===== src/uaf_pkg.sv =====
// Purpose: Shared constants, types and helpers of the queued serial core
// Assumes: Byte addresses on an 8-bit register port, 32-bit data
// Notes: Queue depth must be a power of two
`default_nettype none
package uaf_pkg;
  localparam int ADDR_W = 8;
  localparam int DATA_W = 32;
  localparam int TX_W = 8;
  localparam int RX_W = 12;
  localparam int Q_DEPTH = 32;
  localparam int INT_W = 16;
  localparam int FRAC_W = 6;
  localparam int CFG_W = 30;
  localparam int LCR_W = 8;
  localparam int CTRL_W = 4;
  localparam int IRQ_W = 3;
  localparam int STAT_W = 6;
  localparam int SC_W = 4;

  localparam logic [ADDR_W-1:0] A_DATA = 8'h00;
  localparam logic [ADDR_W-1:0] A_STAT = 8'h04;
  localparam logic [ADDR_W-1:0] A_LCRH = 8'h08;
  localparam logic [ADDR_W-1:0] A_IBRD = 8'h0C;
  localparam logic [ADDR_W-1:0] A_FBRD = 8'h10;
  localparam logic [ADDR_W-1:0] A_CTRL = 8'h14;
  localparam logic [ADDR_W-1:0] A_MASK = 8'h18;
  localparam logic [ADDR_W-1:0] A_RIS = 8'h1C;
  localparam logic [ADDR_W-1:0] A_MIS = 8'h20;
  localparam logic [ADDR_W-1:0] A_ECLR = 8'h24;

  localparam int IRQ_RX = 0;
  localparam int IRQ_TX = 1;
  localparam int IRQ_OVR = 2;
  localparam int ST_BUSY = 0;
  localparam int ST_RXE = 1;
  localparam int ST_RXF = 2;
  localparam int ST_TXE = 3;
  localparam int ST_TXF = 4;
  localparam int ST_OVR = 5;

  localparam logic [CTRL_W-1:0] CTRL_RST = 4'hC;
  localparam logic [SC_W-1:0] TICK_LAST = 4'hF;
  localparam logic [SC_W-1:0] SMP_A = 4'h6;
  localparam logic [SC_W-1:0] SMP_B = 4'h7;
  localparam logic [SC_W-1:0] SMP_C = 4'h8;
  localparam logic [2:0] LAST_BASE = 3'h4;

  typedef struct packed {
    logic spare;
    logic [1:0] wlen;
    logic fen;
    logic stp2;
    logic eps;
    logic pen;
    logic brk;
  } uaf_lcr_t;

  typedef struct packed {
    logic rxe;
    logic txe;
    logic loopback_enable;
    logic en;
  } uaf_ctrl_t;

  typedef struct packed {
    uaf_lcr_t lcr;
    logic [INT_W-1:0] ibrd;
    logic [FRAC_W-1:0] fbrd;
  } uaf_cfg_t;

  typedef struct packed {
    logic ovr;
    logic brk;
    logic pe;
    logic fe;
    logic [TX_W-1:0] data;
  } uaf_rx_entry_t;

  typedef enum logic [2:0] {
    TX_IDLE = 3'b000,
    TX_FETCH = 3'b001,
    TX_START = 3'b010,
    TX_DATA = 3'b011,
    TX_PAR = 3'b100,
    TX_STOP = 3'b101
  } uaf_tx_state_t;

  typedef enum logic [2:0] {
    RX_IDLE = 3'b000,
    RX_START = 3'b001,
    RX_DATA = 3'b010,
    RX_PAR = 3'b011,
    RX_STOP = 3'b100
  } uaf_rx_state_t;

  function automatic logic [TX_W-1:0] word_mask(input logic [1:0] wlen);
    case (wlen)
      2'h0: word_mask = 8'h1F;
      2'h1: word_mask = 8'h3F;
      2'h2: word_mask = 8'h7F;
      default: word_mask = 8'hFF;
    endcase
  endfunction

  function automatic logic [2:0] last_bit(input logic [1:0] wlen);
    last_bit = LAST_BASE + {1'b0, wlen};
  endfunction

  function automatic logic parity_of(input logic [TX_W-1:0] d,
                                     input logic eps);
    parity_of = (^d) ^ ~eps;
  endfunction
endpackage
`default_nettype wire


===== src/uaf_core.sv =====
// Purpose: Queued asynchronous serial transceiver with register port
// Assumes: Single clock; serial input synchronised internally
// Notes: Registers are byte addressed, read data one cycle after strobe
`timescale 1ns/1ps
`default_nettype none
// Functional notes
// Transmit queue eight bits by 32 entries
// Receive queue twelve bits by 32 entries
// Queues off act as one bottom entry
// Frame: start, data LSB first, parity, stops
// Maskable requests ORed onto one output
// Crossing signals pass through synchronisers
// Line configuration held as 30-bit word
// Divisor is 16 integer plus 6 fraction
// Software programs divisor with rounded fraction
// Tick is 16x baud, divided by 16
// Enabled with queued data, send until empty
// Busy until queue empty and stops sent
// Receiver takes majority of three samples
// Start bit checked low at eighth tick
// Data sampled every 16 ticks, then parity
// Stop must be high, else framing error
// Entry holds data, fe, pe, break, overrun
// Full queue: set overrun, drop character
// Overrun copied into next stored character
// Queues off: unread character causes overrun
// Queues off: write loads idle shifter directly
// Loopback routes serial output to receiver
// Five to eight data bits, one or two stops
// Reset empties queues, clears overrun, line high
module uaf_core #(
  parameter int DEPTH = uaf_pkg::Q_DEPTH
) (
  // Clock and reset
  input wire logic CLK_I,
  input wire logic RST_I,
  // Register port
  input wire logic [uaf_pkg::ADDR_W-1:0] ADDR_I,
  input wire logic [uaf_pkg::DATA_W-1:0] WDATA_I,
  input wire logic WR_I,
  input wire logic RD_I,
  output logic [uaf_pkg::DATA_W-1:0] RDATA_O,
  // Serial line
  input wire logic SERIAL_IN_I,
  output logic SERIAL_OUT_O,
  // Status
  output logic BUSY_O,
  output logic IRQ_O
);
  localparam int PW = $clog2(DEPTH);
  localparam int CW = PW + 1;
  localparam logic [CW-1:0] CAP_FULL = CW'(DEPTH);
  localparam logic [CW-1:0] CAP_ONE = CW'(1);

  typedef struct packed {
    uaf_pkg::uaf_cfg_t cfg;
    uaf_pkg::uaf_ctrl_t ctrl;
    logic [uaf_pkg::IRQ_W-1:0] mask;
    logic [PW-1:0] tx_wp;
    logic [PW-1:0] tx_rp;
    logic [CW-1:0] tx_cnt;
    logic [PW-1:0] rx_wp;
    logic [PW-1:0] rx_rp;
    logic [CW-1:0] rx_cnt;
    uaf_pkg::uaf_tx_state_t tx_st;
    logic [uaf_pkg::SC_W-1:0] tx_sc;
    logic [2:0] tx_bits;
    logic [uaf_pkg::TX_W-1:0] tx_sh;
    logic tx_par;
    logic tx_out;
    uaf_pkg::uaf_rx_state_t rx_st;
    logic [uaf_pkg::SC_W-1:0] rx_sc;
    logic [2:0] rx_bits;
    logic [uaf_pkg::TX_W-1:0] rx_sh;
    logic rx_armed;
    logic rx_have;
    logic rx_sa;
    logic rx_sb;
    logic rx_zero;
    logic rx_pe;
    logic overrun;
    logic sync1;
    logic sync2;
    logic [uaf_pkg::DATA_W-1:0] rdata;
    logic rd_mem;
  } uaf_core_state_t;

  uaf_core_state_t st;
  uaf_core_state_t next_st;

  logic tick;
  logic [uaf_pkg::TX_W-1:0] tx_q;
  logic [uaf_pkg::RX_W-1:0] rx_q;
  logic tx_we;
  logic tx_re;
  logic rx_we;
  logic rx_re;
  uaf_pkg::uaf_rx_entry_t rx_wdata;
  logic [CW-1:0] cap;
  logic tx_full;
  logic tx_empty;
  logic rx_full;
  logic rx_empty;
  logic tx_on;
  logic rx_on;
  logic rx_line;
  logic busy;
  logic bit_end;
  logic maj;
  logic decide;
  logic rx_done;
  logic ovr_set;
  logic ovr_clr;
  logic [uaf_pkg::IRQ_W-1:0] raw;
  logic [uaf_pkg::STAT_W-1:0] stat;
  logic [uaf_pkg::TX_W-1:0] wmask;

  // Queue slot; with queues off only the bottom entry is used
  function automatic logic [PW-1:0] q_addr(input logic [PW-1:0] ptr,
                                           input logic fen);
    q_addr = fen ? ptr : '0;
  endfunction

  uaf_baud u_baud (
    .clk_i (CLK_I),
    .rst_i (RST_I),
    .en_i (st.ctrl.en | busy),
    .int_i (st.cfg.ibrd),
    .frac_i (st.cfg.fbrd),
    .tick_o (tick)
  );

  uaf_mem #(.W(uaf_pkg::TX_W), .DEPTH(DEPTH)) u_txq (
    .clk_i (CLK_I),
    .we_i (tx_we),
    .waddr_i (q_addr(st.tx_wp, st.cfg.lcr.fen)),
    .wdata_i (WDATA_I[uaf_pkg::TX_W-1:0]),
    .re_i (tx_re),
    .raddr_i (q_addr(st.tx_rp, st.cfg.lcr.fen)),
    .rdata_o (tx_q)
  );

  uaf_mem #(.W(uaf_pkg::RX_W), .DEPTH(DEPTH)) u_rxq (
    .clk_i (CLK_I),
    .we_i (rx_we),
    .waddr_i (q_addr(st.rx_wp, st.cfg.lcr.fen)),
    .wdata_i (rx_wdata),
    .re_i (rx_re),
    .raddr_i (q_addr(st.rx_rp, st.cfg.lcr.fen)),
    .rdata_o (rx_q)
  );

  always_comb begin
    next_st = st;
    tx_we = 1'b0;
    tx_re = 1'b0;
    rx_we = 1'b0;
    rx_re = 1'b0;
    rx_done = 1'b0;
    ovr_set = 1'b0;
    ovr_clr = 1'b0;
    rx_wdata = '0;
    cap = st.cfg.lcr.fen ? CAP_FULL : CAP_ONE;
    tx_full = st.tx_cnt >= cap;
    tx_empty = st.tx_cnt == '0;
    rx_full = st.rx_cnt >= cap;
    rx_empty = st.rx_cnt == '0;
    tx_on = st.ctrl.en & st.ctrl.txe;
    rx_on = st.ctrl.en & st.ctrl.rxe;
    busy = !tx_empty || st.tx_st != uaf_pkg::TX_IDLE;
    wmask = uaf_pkg::word_mask(st.cfg.lcr.wlen);
    rx_line = st.ctrl.loopback_enable ? st.tx_out : st.sync2;
    bit_end = tick && st.tx_sc == uaf_pkg::TICK_LAST;
    maj = (st.rx_sa & st.rx_sb) | (st.rx_sa & rx_line)
        | (st.rx_sb & rx_line);
    decide = tick && st.rx_have && st.rx_sc == uaf_pkg::SMP_C;
    raw[uaf_pkg::IRQ_RX] = !rx_empty;
    raw[uaf_pkg::IRQ_TX] = !tx_full;
    raw[uaf_pkg::IRQ_OVR] = st.overrun;
    stat = '0;
    stat[uaf_pkg::ST_BUSY] = busy;
    stat[uaf_pkg::ST_RXE] = rx_empty;
    stat[uaf_pkg::ST_RXF] = rx_full;
    stat[uaf_pkg::ST_TXE] = tx_empty;
    stat[uaf_pkg::ST_TXF] = tx_full;
    stat[uaf_pkg::ST_OVR] = st.overrun;
    next_st.sync1 = SERIAL_IN_I;
    next_st.sync2 = st.sync1;

    // Register writes
    if (WR_I) begin
      case (ADDR_I)
        uaf_pkg::A_DATA: begin
          if (!st.cfg.lcr.fen && tx_on && tx_empty &&
              st.tx_st == uaf_pkg::TX_IDLE) begin
            next_st.tx_sh = WDATA_I[uaf_pkg::TX_W-1:0] & wmask;
            next_st.tx_par = uaf_pkg::parity_of(next_st.tx_sh,
                                                st.cfg.lcr.eps);
            next_st.tx_st = uaf_pkg::TX_START;
            next_st.tx_sc = '0;
          end else if (!tx_full) begin
            tx_we = 1'b1;
          end
        end
        uaf_pkg::A_LCRH: begin
          next_st.cfg.lcr = WDATA_I[uaf_pkg::LCR_W-1:0];
        end
        uaf_pkg::A_IBRD: begin
          next_st.cfg.ibrd = WDATA_I[uaf_pkg::INT_W-1:0];
        end
        uaf_pkg::A_FBRD: begin
          next_st.cfg.fbrd = WDATA_I[uaf_pkg::FRAC_W-1:0];
        end
        uaf_pkg::A_CTRL: begin
          next_st.ctrl = WDATA_I[uaf_pkg::CTRL_W-1:0];
        end
        uaf_pkg::A_MASK: begin
          next_st.mask = WDATA_I[uaf_pkg::IRQ_W-1:0];
        end
        uaf_pkg::A_ECLR: begin
          ovr_clr = 1'b1;
        end
        default: begin
        end
      endcase
    end

    // Register reads, answered from flops next cycle
    next_st.rd_mem = 1'b0;
    next_st.rdata = '0;
    if (RD_I) begin
      case (ADDR_I)
        uaf_pkg::A_DATA: begin
          if (!rx_empty) begin
            rx_re = 1'b1;
            next_st.rd_mem = 1'b1;
          end
        end
        uaf_pkg::A_STAT: next_st.rdata = uaf_pkg::DATA_W'(stat);
        uaf_pkg::A_LCRH: next_st.rdata = uaf_pkg::DATA_W'(st.cfg.lcr);
        uaf_pkg::A_IBRD: next_st.rdata = uaf_pkg::DATA_W'(st.cfg.ibrd);
        uaf_pkg::A_FBRD: next_st.rdata = uaf_pkg::DATA_W'(st.cfg.fbrd);
        uaf_pkg::A_CTRL: next_st.rdata = uaf_pkg::DATA_W'(st.ctrl);
        uaf_pkg::A_MASK: next_st.rdata = uaf_pkg::DATA_W'(st.mask);
        uaf_pkg::A_RIS: next_st.rdata = uaf_pkg::DATA_W'(raw);
        uaf_pkg::A_MIS: begin
          next_st.rdata = uaf_pkg::DATA_W'(raw & st.mask);
        end
        default: next_st.rdata = '0;
      endcase
    end

    // Transmit shifter
    if (st.tx_st != uaf_pkg::TX_IDLE && st.tx_st != uaf_pkg::TX_FETCH
        && tick) begin
      next_st.tx_sc = st.tx_sc + 1'b1;
    end
    case (st.tx_st)
      uaf_pkg::TX_IDLE: begin
        if (tx_on && !tx_empty) begin
          tx_re = 1'b1;
          next_st.tx_st = uaf_pkg::TX_FETCH;
        end
      end
      uaf_pkg::TX_FETCH: begin
        next_st.tx_sh = tx_q & wmask;
        next_st.tx_par = uaf_pkg::parity_of(tx_q & wmask, st.cfg.lcr.eps);
        next_st.tx_st = uaf_pkg::TX_START;
        next_st.tx_sc = '0;
      end
      uaf_pkg::TX_START: begin
        if (bit_end) begin
          next_st.tx_st = uaf_pkg::TX_DATA;
          next_st.tx_bits = '0;
        end
      end
      uaf_pkg::TX_DATA: begin
        if (bit_end) begin
          next_st.tx_sh = st.tx_sh >> 1;
          next_st.tx_bits = st.tx_bits + 1'b1;
          if (st.tx_bits == uaf_pkg::last_bit(st.cfg.lcr.wlen)) begin
            next_st.tx_st = st.cfg.lcr.pen ? uaf_pkg::TX_PAR
                                           : uaf_pkg::TX_STOP;
            next_st.tx_bits = '0;
          end
        end
      end
      uaf_pkg::TX_PAR: begin
        if (bit_end) begin
          next_st.tx_st = uaf_pkg::TX_STOP;
          next_st.tx_bits = '0;
        end
      end
      uaf_pkg::TX_STOP: begin
        if (bit_end) begin
          if (st.cfg.lcr.stp2 && st.tx_bits == '0) begin
            next_st.tx_bits = 3'h1;
          end else begin
            next_st.tx_st = uaf_pkg::TX_IDLE;
          end
        end
      end
      default: next_st.tx_st = uaf_pkg::TX_IDLE;
    endcase
    case (next_st.tx_st)
      uaf_pkg::TX_START: next_st.tx_out = 1'b0;
      uaf_pkg::TX_DATA: next_st.tx_out = next_st.tx_sh[0];
      uaf_pkg::TX_PAR: next_st.tx_out = next_st.tx_par;
      default: next_st.tx_out = 1'b1;
    endcase
    if (next_st.cfg.lcr.brk) begin
      next_st.tx_out = 1'b0;
    end

    // Receiver
    if (!rx_on) begin
      next_st.rx_st = uaf_pkg::RX_IDLE;
      next_st.rx_armed = 1'b0;
    end else begin
      if (st.rx_st != uaf_pkg::RX_IDLE && tick) begin
        next_st.rx_sc = st.rx_sc + 1'b1;
        if (st.rx_sc == uaf_pkg::SMP_A) begin
          next_st.rx_sa = rx_line;
          next_st.rx_have = 1'b1;
        end
        if (st.rx_sc == uaf_pkg::SMP_B) begin
          next_st.rx_sb = rx_line;
        end
        if (decide) begin
          next_st.rx_have = 1'b0;
          next_st.rx_zero = st.rx_zero & ~maj;
        end
      end
      case (st.rx_st)
        uaf_pkg::RX_IDLE: begin
          if (rx_line) begin
            next_st.rx_armed = 1'b1;
          end
          if (tick && st.rx_armed && !rx_line) begin
            next_st.rx_st = uaf_pkg::RX_START;
            next_st.rx_sc = '0;
          end
        end
        uaf_pkg::RX_START: begin
          if (tick && st.rx_sc == uaf_pkg::SMP_B) begin
            if (rx_line) begin
              next_st.rx_st = uaf_pkg::RX_IDLE;
            end else begin
              next_st.rx_st = uaf_pkg::RX_DATA;
              next_st.rx_have = 1'b0;
              next_st.rx_bits = '0;
              next_st.rx_sh = '0;
              next_st.rx_zero = 1'b1;
              next_st.rx_pe = 1'b0;
            end
          end
        end
        uaf_pkg::RX_DATA: begin
          if (decide) begin
            next_st.rx_sh = st.rx_sh
                | (uaf_pkg::TX_W'(maj) << st.rx_bits);
            next_st.rx_bits = st.rx_bits + 1'b1;
            if (st.rx_bits == uaf_pkg::last_bit(st.cfg.lcr.wlen)) begin
              next_st.rx_st = st.cfg.lcr.pen ? uaf_pkg::RX_PAR
                                             : uaf_pkg::RX_STOP;
            end
          end
        end
        uaf_pkg::RX_PAR: begin
          if (decide) begin
            next_st.rx_pe = maj != uaf_pkg::parity_of(st.rx_sh,
                                                      st.cfg.lcr.eps);
            next_st.rx_st = uaf_pkg::RX_STOP;
          end
        end
        uaf_pkg::RX_STOP: begin
          if (decide) begin
            rx_done = 1'b1;
            next_st.rx_st = uaf_pkg::RX_IDLE;
            next_st.rx_armed = 1'b0;
          end
        end
        default: next_st.rx_st = uaf_pkg::RX_IDLE;
      endcase
    end

    // Store the character or flag overrun
    rx_wdata.data = st.rx_sh;
    rx_wdata.fe = !maj;
    rx_wdata.pe = st.rx_pe;
    rx_wdata.brk = st.rx_zero & ~maj;
    rx_wdata.ovr = st.overrun;
    if (rx_done) begin
      if (rx_full && !rx_re) begin
        ovr_set = 1'b1;
      end else begin
        rx_we = 1'b1;
      end
    end
    // Set wins over a same-cycle clear
    next_st.overrun = ovr_set | (st.overrun & ~(rx_we | ovr_clr));

    // Queue bookkeeping
    if (tx_we) begin
      next_st.tx_wp = st.tx_wp + 1'b1;
    end
    if (tx_re) begin
      next_st.tx_rp = st.tx_rp + 1'b1;
    end
    next_st.tx_cnt = st.tx_cnt + CW'(tx_we) - CW'(tx_re);
    if (rx_we) begin
      next_st.rx_wp = st.rx_wp + 1'b1;
    end
    if (rx_re) begin
      next_st.rx_rp = st.rx_rp + 1'b1;
    end
    next_st.rx_cnt = st.rx_cnt + CW'(rx_we) - CW'(rx_re);
  end

  always_ff @(posedge CLK_I) begin
    if (RST_I) begin
      st <= '0;
      st.ctrl <= uaf_pkg::CTRL_RST;
      st.tx_out <= 1'b1;
      st.sync1 <= 1'b1;
      st.sync2 <= 1'b1;
    end else begin
      st <= next_st;
    end
  end

  assign RDATA_O = st.rd_mem ? uaf_pkg::DATA_W'(rx_q) : st.rdata;
  assign SERIAL_OUT_O = st.tx_out;
  assign BUSY_O = busy;
  assign IRQ_O = |(raw & st.mask);
endmodule
`default_nettype wire


===== src/uaf_mem.sv =====
// Purpose: Simple dual-port queue storage with registered read data
// Assumes: One write and one read port on the same clock
// Notes: Contents are not reset; flags live in the owner
`timescale 1ns/1ps
`default_nettype none
module uaf_mem #(
  parameter int W = 8,
  parameter int DEPTH = 32
) (
  // Clock
  input wire logic clk_i,
  // Write port
  input wire logic we_i,
  input wire logic [$clog2(DEPTH)-1:0] waddr_i,
  input wire logic [W-1:0] wdata_i,
  // Read port
  input wire logic re_i,
  input wire logic [$clog2(DEPTH)-1:0] raddr_i,
  output logic [W-1:0] rdata_o
);
  typedef struct packed {
    logic [DEPTH-1:0][W-1:0] mem;
    logic [W-1:0] q;
  } uaf_mem_state_t;

  uaf_mem_state_t st;
  uaf_mem_state_t next_st;

  always_comb begin
    next_st = st;
    if (we_i) begin
      next_st.mem[waddr_i] = wdata_i;
    end
    if (re_i) begin
      next_st.q = st.mem[raddr_i];
    end
  end

  always_ff @(posedge clk_i) begin
    st <= next_st;
  end

  assign rdata_o = st.q;
endmodule
`default_nettype wire


===== src/uaf_baud.sv =====
// Purpose: Fractional divider making the 16x oversampling tick
// Assumes: Divisor in 1/64 steps, integer part of zero stops ticks
// Notes: Period is int cycles, or int+1 after a fraction carry
`timescale 1ns/1ps
`default_nettype none
module uaf_baud (
  // Clock and reset
  input wire logic clk_i,
  input wire logic rst_i,
  // Divisor
  input wire logic en_i,
  input wire logic [uaf_pkg::INT_W-1:0] int_i,
  input wire logic [uaf_pkg::FRAC_W-1:0] frac_i,
  // Tick
  output logic tick_o
);
  typedef struct packed {
    logic [uaf_pkg::INT_W:0] cnt;
    logic [uaf_pkg::FRAC_W-1:0] acc;
    logic extra;
    logic tick;
  } uaf_baud_state_t;

  uaf_baud_state_t st;
  uaf_baud_state_t next_st;
  logic [uaf_pkg::INT_W:0] limit;
  logic [uaf_pkg::FRAC_W:0] sum;

  always_comb begin
    next_st = st;
    limit = {1'b0, int_i} + {{uaf_pkg::INT_W{1'b0}}, st.extra};
    sum = {1'b0, st.acc} + {1'b0, frac_i};
    next_st.tick = 1'b0;
    if (!en_i || int_i == '0) begin
      next_st.cnt = '0;
    end else if (st.cnt + 1'b1 >= limit) begin
      // Carry out of the fraction stretches the next period
      next_st.cnt = '0;
      next_st.tick = 1'b1;
      next_st.acc = sum[uaf_pkg::FRAC_W-1:0];
      next_st.extra = sum[uaf_pkg::FRAC_W];
    end else begin
      next_st.cnt = st.cnt + 1'b1;
    end
  end

  always_ff @(posedge clk_i) begin
    if (rst_i) begin
      st <= '0;
    end else begin
      st <= next_st;
    end
  end

  assign tick_o = st.tick;
endmodule
`default_nettype wire


===== config.mk =====
export PLATFORM = sky130hd
export DESIGN_NAME = uaf_core
export DESIGN_NICKNAME = d
export VERILOG_FILES = /design/src/uaf_pkg.sv /design/src/uaf_core.sv /design/src/uaf_mem.sv /design/src/uaf_baud.sv
export SDC_FILE = /design/constraint.sdc
export NUM_CORES = 1
export LEC_CHECK = 0
export BUFFER_PORTS_ARGS = -buffer_cell sky130_fd_sc_hd__buf_2
export CAP_MARGIN = 40
export CORE_MARGIN = 1.5
export CORE_UTILIZATION = 50
export CTS_CLUSTER_DIAMETER = 100
export DETAILED_ROUTE_END_ITERATION = 10
export GPL_TIMING_DRIVEN = 0
export PLACE_DENSITY_LB_ADDON = 0.05
export SLEW_MARGIN = 20
export SYNTH_ARGS = -nofsm -noshare
export SYNTH_HDL_FRONTEND = slang
export SYNTH_SLANG_ARGS = --single-unit

===== constraint.sdc =====
create_clock -name CLK_I -period 10.4 [get_ports CLK_I]
set_input_delay 2.08 -clock CLK_I [delete_from_list [all_inputs] [get_ports CLK_I]]
set_output_delay 2.08 -clock CLK_I [all_outputs]
set_load 0.005 [all_outputs]

[Word-level counts from Yosys, hierarchy flattened]
Cells that the tools add are included.
W data, S select, Z words.
Storage, ports and cells
  flip-flop bits (word level): 834
  input port bits: 45
  output and inout bits: 35
  word-level logic and storage cells: 375
Operators by class
  add/subtract/negate cells: 16
  $lt $le $gt $ge: 9
  equality and inequality tests: 43
  shifts and indexed selects: 1
  muxes and demuxes: 101
  bitwise logic cells: 26
  reduce and logical (&&, ||, !) cells: 68
Operators with widths (number)
  $bwmux W384: 1
  $bwmux W256: 1
  $pmux W16 S8: 1
  $bmux W12 S5: 1
  $demux W12 S5: 1
  $mux W3: 18
  $mux W11: 4
  $bmux W8 S5: 1
  $demux W8 S5: 1
  $mux W1: 34
  $eq A8 B5 Y1 const B: 4
  $mux W32: 1
  $mux W30: 1
  $mux W7: 4
  $mux W9: 3
  $lt A5 B6 Y1 const B: 4
  $mux W12: 2
  $pmux W8 S3: 1
  $reduce_xor A8 Y1: 3
  $ne A2 B2 Y1 const B: 11
  $pmux W11 S2: 1
  $add A5 B1 Y5 const B: 4
  $mux W4: 5
  $mux W5: 4
  59 further kinds: 153

[Longest topological paths before layout]
  depth in word-level cells: 13
  gate-level depth with buffers: 21
  mapped depth without buffers: 18

[Hierarchy]
Synthesis repeated with hierarchy kept, for this count alone.
Unflattened totals
  cell total of the unflattened synthesis: 2378
  area, all modules: 35167.5 um^2
By module, submodules not included
  uaf_mem (u_rxq): times used 1, cells an instance 880, area an instance 15678.8 um^2, seq. area each 11891.4 um^2
  uaf_mem (u_txq): times used 1, cells an instance 425, area an instance 10193.5 um^2, seq. area each 7927.6 um^2
  uaf_core: times used 1, cells an instance 850, area an instance 7270.7 um^2, seq. area each 2662.6 um^2
  uaf_baud: times used 1, cells an instance 223, area an instance 2024.4 um^2, seq. area each 500.5 um^2

[Least setup slack after synthesis]
Ideal clock, no wire load.
  path kind: input to register
  start: in ADDR_I[5] (netlist bit)
  end: reg st[85] (netlist bit)
  setup time: 128 ps
  data arrival time: 5124 ps
  required time: 10272 ps
  path slack: 5149 ps
  stages: 11
  buffers on the path: 0
  cells stage by stage: or4_1 -> nor3_1 -> ha_1 -> inv_1 -> ha_1 -> a21o_1 -> a21oi_1 -> o21bai_1 -> a21oi_1 -> xnor2_1 -> nor2_1
Between the ends
  longest elaborated chain between the ends: 9
Ends and longest elaborated chain
  start, declared: RTL line uaf_core.sv:38  | input wire logic [uaf_pkg::ADDR_W-1:0] ADDR_I,
  $logic_not A8 Y1 *: RTL line uaf_core.sv:232  | case (ADDR_I)
  $mux W1 *: RTL line uaf_core.sv:232
  $mux W1 *: RTL line uaf_core.sv:231  | if (RD_I) begin
  net rx_re: RTL line uaf_core.sv:97  | logic rx_re;
  $logic_not A1 Y1: RTL line uaf_core.sv:394  | if (rx_full && !rx_re) begin
  $logic_and A1 B1 Y1: RTL line uaf_core.sv:394
  $mux W1: RTL line uaf_core.sv:394
  $mux W1: RTL line uaf_core.sv:393  | if (rx_done) begin
  $add A6 B1 Y6: RTL line uaf_core.sv:417  | next_st.rx_cnt = st.rx_cnt + CW'(rx_we) - CW'(rx_re);
  $sub A6 B1 Y6 *: RTL line uaf_core.sv:417
  end signal, assigned: RTL line uaf_core.sv:428  | st <= next_st;
  end, declared: RTL line uaf_core.sv:88  | uaf_core_state_t st;
The timed path passes the listed nets; every way through them passes the cells marked *.
A chain may end at the register's enable or synchronous reset.

[Worst setup path after layout]
  start: reg st[145] (netlist bit)
  end: out IRQ_O
Between the ends
  longest elaborated chain between the ends: 5
Ends and longest elaborated chain
  $mux W6: RTL line uaf_core.sv:163  | cap = st.cfg.lcr.fen ? CAP_FULL : CAP_ONE;
  $ge A6 B6 Y1: RTL line uaf_core.sv:164  | tx_full = st.tx_cnt >= cap;
  $logic_not A1 Y1
  $and A3 B3 Y3: RTL line uaf_core.sv:435  | assign IRQ_O = |(raw & st.mask);
  $reduce_or A3 Y1: RTL line uaf_core.sv:435
  end, declared: RTL line uaf_core.sv:48  | output logic IRQ_O
No other way between the ends.

==> impl_metrics.csv <==
group,metric,value,unit
route,drt_iter0_drc,1615,
synthesis,ys_warn_count,0,
timing,maxSlewViolCount,0,
worst_hold_path,hold_class,"flip-flop to flip-flop",
power,vdd_ir_drop_max,0.1408,mV
critical_path,crit_path_end_kind,"primary output",
global_routing,grt_pass1_vias,20147,
timing,rsz0062_at_grt,"false",
placed_design,place_ws,4981,ps
critical_path,start_kind,"flip-flop",
placed_design,dpl_cell_area,36110,µm²
timing,layout_min_cycle_time,5940,ps
worst_hold_path,hp-start,"next_st[33]",
synthesis,synth_flop_cell,"edfxtp_1",
final_layout,finish.instance_area,39100,µm²
global_routing,grt_first_pass_wirelength,125700,µm
clock_tree,cts-root-buf,"clkbuf_16",
clock_tree,clk_transition_reported_paths,60,ps
final_layout,syn2layout_area_growth,13.48,%
synthesis,synth.ff_latch_count,818,
critical_path,path_class,"flip-flop to primary output",
clock_tree,cts_max_path_buffers,3,
clock_tree,cts_max_level,3,
timing,worstMarginPinSlew,888.9,ps
critical_path,r2r-end,"u_txq.st[208]",
run,maxCapViolCount,0,
synthesis,netlist_area,34460,µm²
timing,tns,0,ps
synthesis,synthCells,2285,
clock_tree,post_cts_buffers,0,
route,drc,0,
floorplanning,dieWidth,265.5,µm
power,p_leak,13.22,nW
floorplanning,start_util,0.5042,
synthesis,synth_edf_count,660,
floorplanning,coreArea,68350,µm²
power,powerDensity,168.2,nW/µm²
route,wl,83810,µm
critical_path,crit_path_max_fanout,10,
route,vias,20191,
critical_path,r2r_slack,5490,ps
clock_tree,tritoncts,"done",
clock_tree,ctsHoldBuffers,0,
timing,worst_slack,4460,ps
final_layout,fin_util,0.5721,
final_layout,nets,2575,
timing,hold_viol,0,
clock_tree,numCtsBuffers,87,
floorplanning,ios,80,
clock_tree,cts_resized,0,
timing,clock_skew,23.88,ps
route,firstDrtPassIters,7,
synthesis,yosysSeqAreaShare,0.6670,
critical_path,cp.arrival,3860,ps
worst_hold_path,min_path_cells,1,
global_routing,grt_max_degree,40,
route,antenna_left,0,
synthesis,synth_cell_types,77,
clock_tree,clock_latency,640,ps
timing,fin_crit_sh,0.5711,
final_layout,drive_gt1_frac,0.1771,
route,viasPerCell,5.906,
global_routing,antenna_found_initial,1,
global_routing,gr-usage-all-layers,0.2403,
floorplanning,rows,96,
critical_path,rr_startpoint,"st[145]",
worst_hold_path,holdPathEnd,"st[33]",
placed_design,io_buffer_count,46,
global_routing,grt_overflow,0,
timing,slew_headroom,0.4074,
floorplanning,fp.dieH,265.5,µm
synthesis,async_flop_share,0,
timing,setup_viol,0,
clock_tree,cts_sinks,818,
route,wl_per_cell,24.51,µm
critical_path,rr_worst_depth,11,
placed_design,gp_congestion,0.8947,
status,status,"complete, no violations",
timing,max_freq,168.4,MHz
floorplanning,die_area,70500,µm²
critical_path,required,8320,ps
placed_design,dp_hpwl,57480,µm
synthesis,syn_avg_cell_area,15.08,µm²
## synthesized netlist by cell type (38+ instances only)
library cell,number,area (µm²)
mux2_2,38,427.9
ha_1,59,738.2
mux2i_1,130,1301
dfxtp_1,158,3163
edfxtp_1,660,19820
o21ai_0,51,255.2
inv_1,48,180.2
clkbuf_1,81,304.0
mux4_2,120,2703
a21oi_1,68,340.3
nor2_1,199,747.0
o22ai_1,82,513.0
nand2_1,107,401.6
xnor2_1,47,411.6
nand3_1,52,260.3
## worst max-delay path by stage
| stage | start | to | slack [ps] | depth (start not counted) |
|---|---|---|---|---|
| floorplan | ADDR_I[5] | st[85] | 5150 | 11 |
| global placement | ADDR_I[5] | st[85] | 4210 | 12 |
| detailed placement | ADDR_I[5] | st[84] | 4980 | 17 |
| CTS | st[145] | IRQ_O | 4390 | 10 |
| global route | st[145] | IRQ_O | 4160 | 10 |
| finish | st[145] | IRQ_O | 4460 | 10 |
## power breakdown
| part | total [mW] | switching [mW] | leakage [nW] | internal [mW] |
|---|---|---|---|---|
| clock | 3.00 | 1.26 | 1.33 | 1.74 |
| combinational | 0.0715 | 0.0499 | 4.51 | 0.0216 |
| sequential | 3.50 | 0.000472 | 7.38 | 3.50 |
## critical path, stage by stage (launching register included)
cell	delay, ps
dfxtp_1	300
buf_2	270
buf_1	510
inv_1	360
ha_1	360
nor3b_1	200
o211ai_1	180
a21oi_1	600
a222oi_1	210
inv_1	110
buf_2	120
## per-layer routing
| metal | GRT usage | vias up | wire, µm |
|---|---|---|---|
| met5 | 0 | - | 0 |
| met4 | 0.05807 | 0 | 1682 |
| met3 | 0.04055 | 116 | 4900 |
| met2 | 0.3846 | 616 | 39720 |
| met1 | 0.3449 | 10243 | 37510 |
| li1 | - | 9216 | - |
## sequential cells by signal (all words and copies together), names as in the netlist
register and count:
u_baud.tick_o 1, u_txq.rdata_o 8, rx_wdata 9, next_st 1
u_rxq.rdata_o 12, st 121, u_rxq.st 384, SERIAL_OUT_O 1
raw 1, u_txq.st 256, u_baud.st 24
## layout make-up
class | count | area [µm²]
well taps | 882 | 1104
diodes | 1 | 2.502
plain buffers | 135 | 614.3
inverters | 48 | 180.2
fillers | 5429 | 29240
clock inverters | 33 | 379.1
clock buffers | 124 | 2366
multi-input cells | 1299 | 10820
repair buffers | 79 | 645.6
flip-flops and latches | 818 | 22990
## cells in the final DEF (no fill, tap or decap), types with 52 or more instances in the layout
cell type	instances
edfxtp_1	660
nor2_1	174
dfxtp_1	149
mux2i_1	130
mux4_2	120
clkbuf_1	114
nand2_1	107
clkbuf_16	87
o22ai_1	82
a21oi_1	68
buf_2	67
ha_1	59
nand3_1	52
## logic make-up (layout without fill, tap and decap cells)
| group | after synthesis | in the layout | synth area share |
|---|---|---|---|
| adders and majority gates | 63 | 63 | 0.02346 |
| other | 1 | 17 | 0.0001088 |
| AOI/OAI and AO/OA | 322 | 322 | 0.06115 |
| DFF | 818 | 818 | 0.6670 |
| and+or+nand+nor | 526 | 526 | 0.07451 |
| xor gates and xnor gates | 84 | 84 | 0.02215 |
| buffers and inverters | 183 | 419 | 0.02306 |
| muxes | 288 | 288 | 0.1286 |
## through the flow
stage | hold slack, ps | power [mW] | instances
5_1_grt | 430.4 | 6.758 | 3418
3_3_place_gp | 397.9 | 3.637 | 3228
2_1_floorplan | 389.5 | 3.599 | 2300
4_1_cts | 411.7 | 6.617 | 3400
3_5_place_dp | 402.4 | 3.640 | 3243
6_report | 411.9 | 6.577 | 3419
Note: power is estimated with default switching activity, not from simulation.
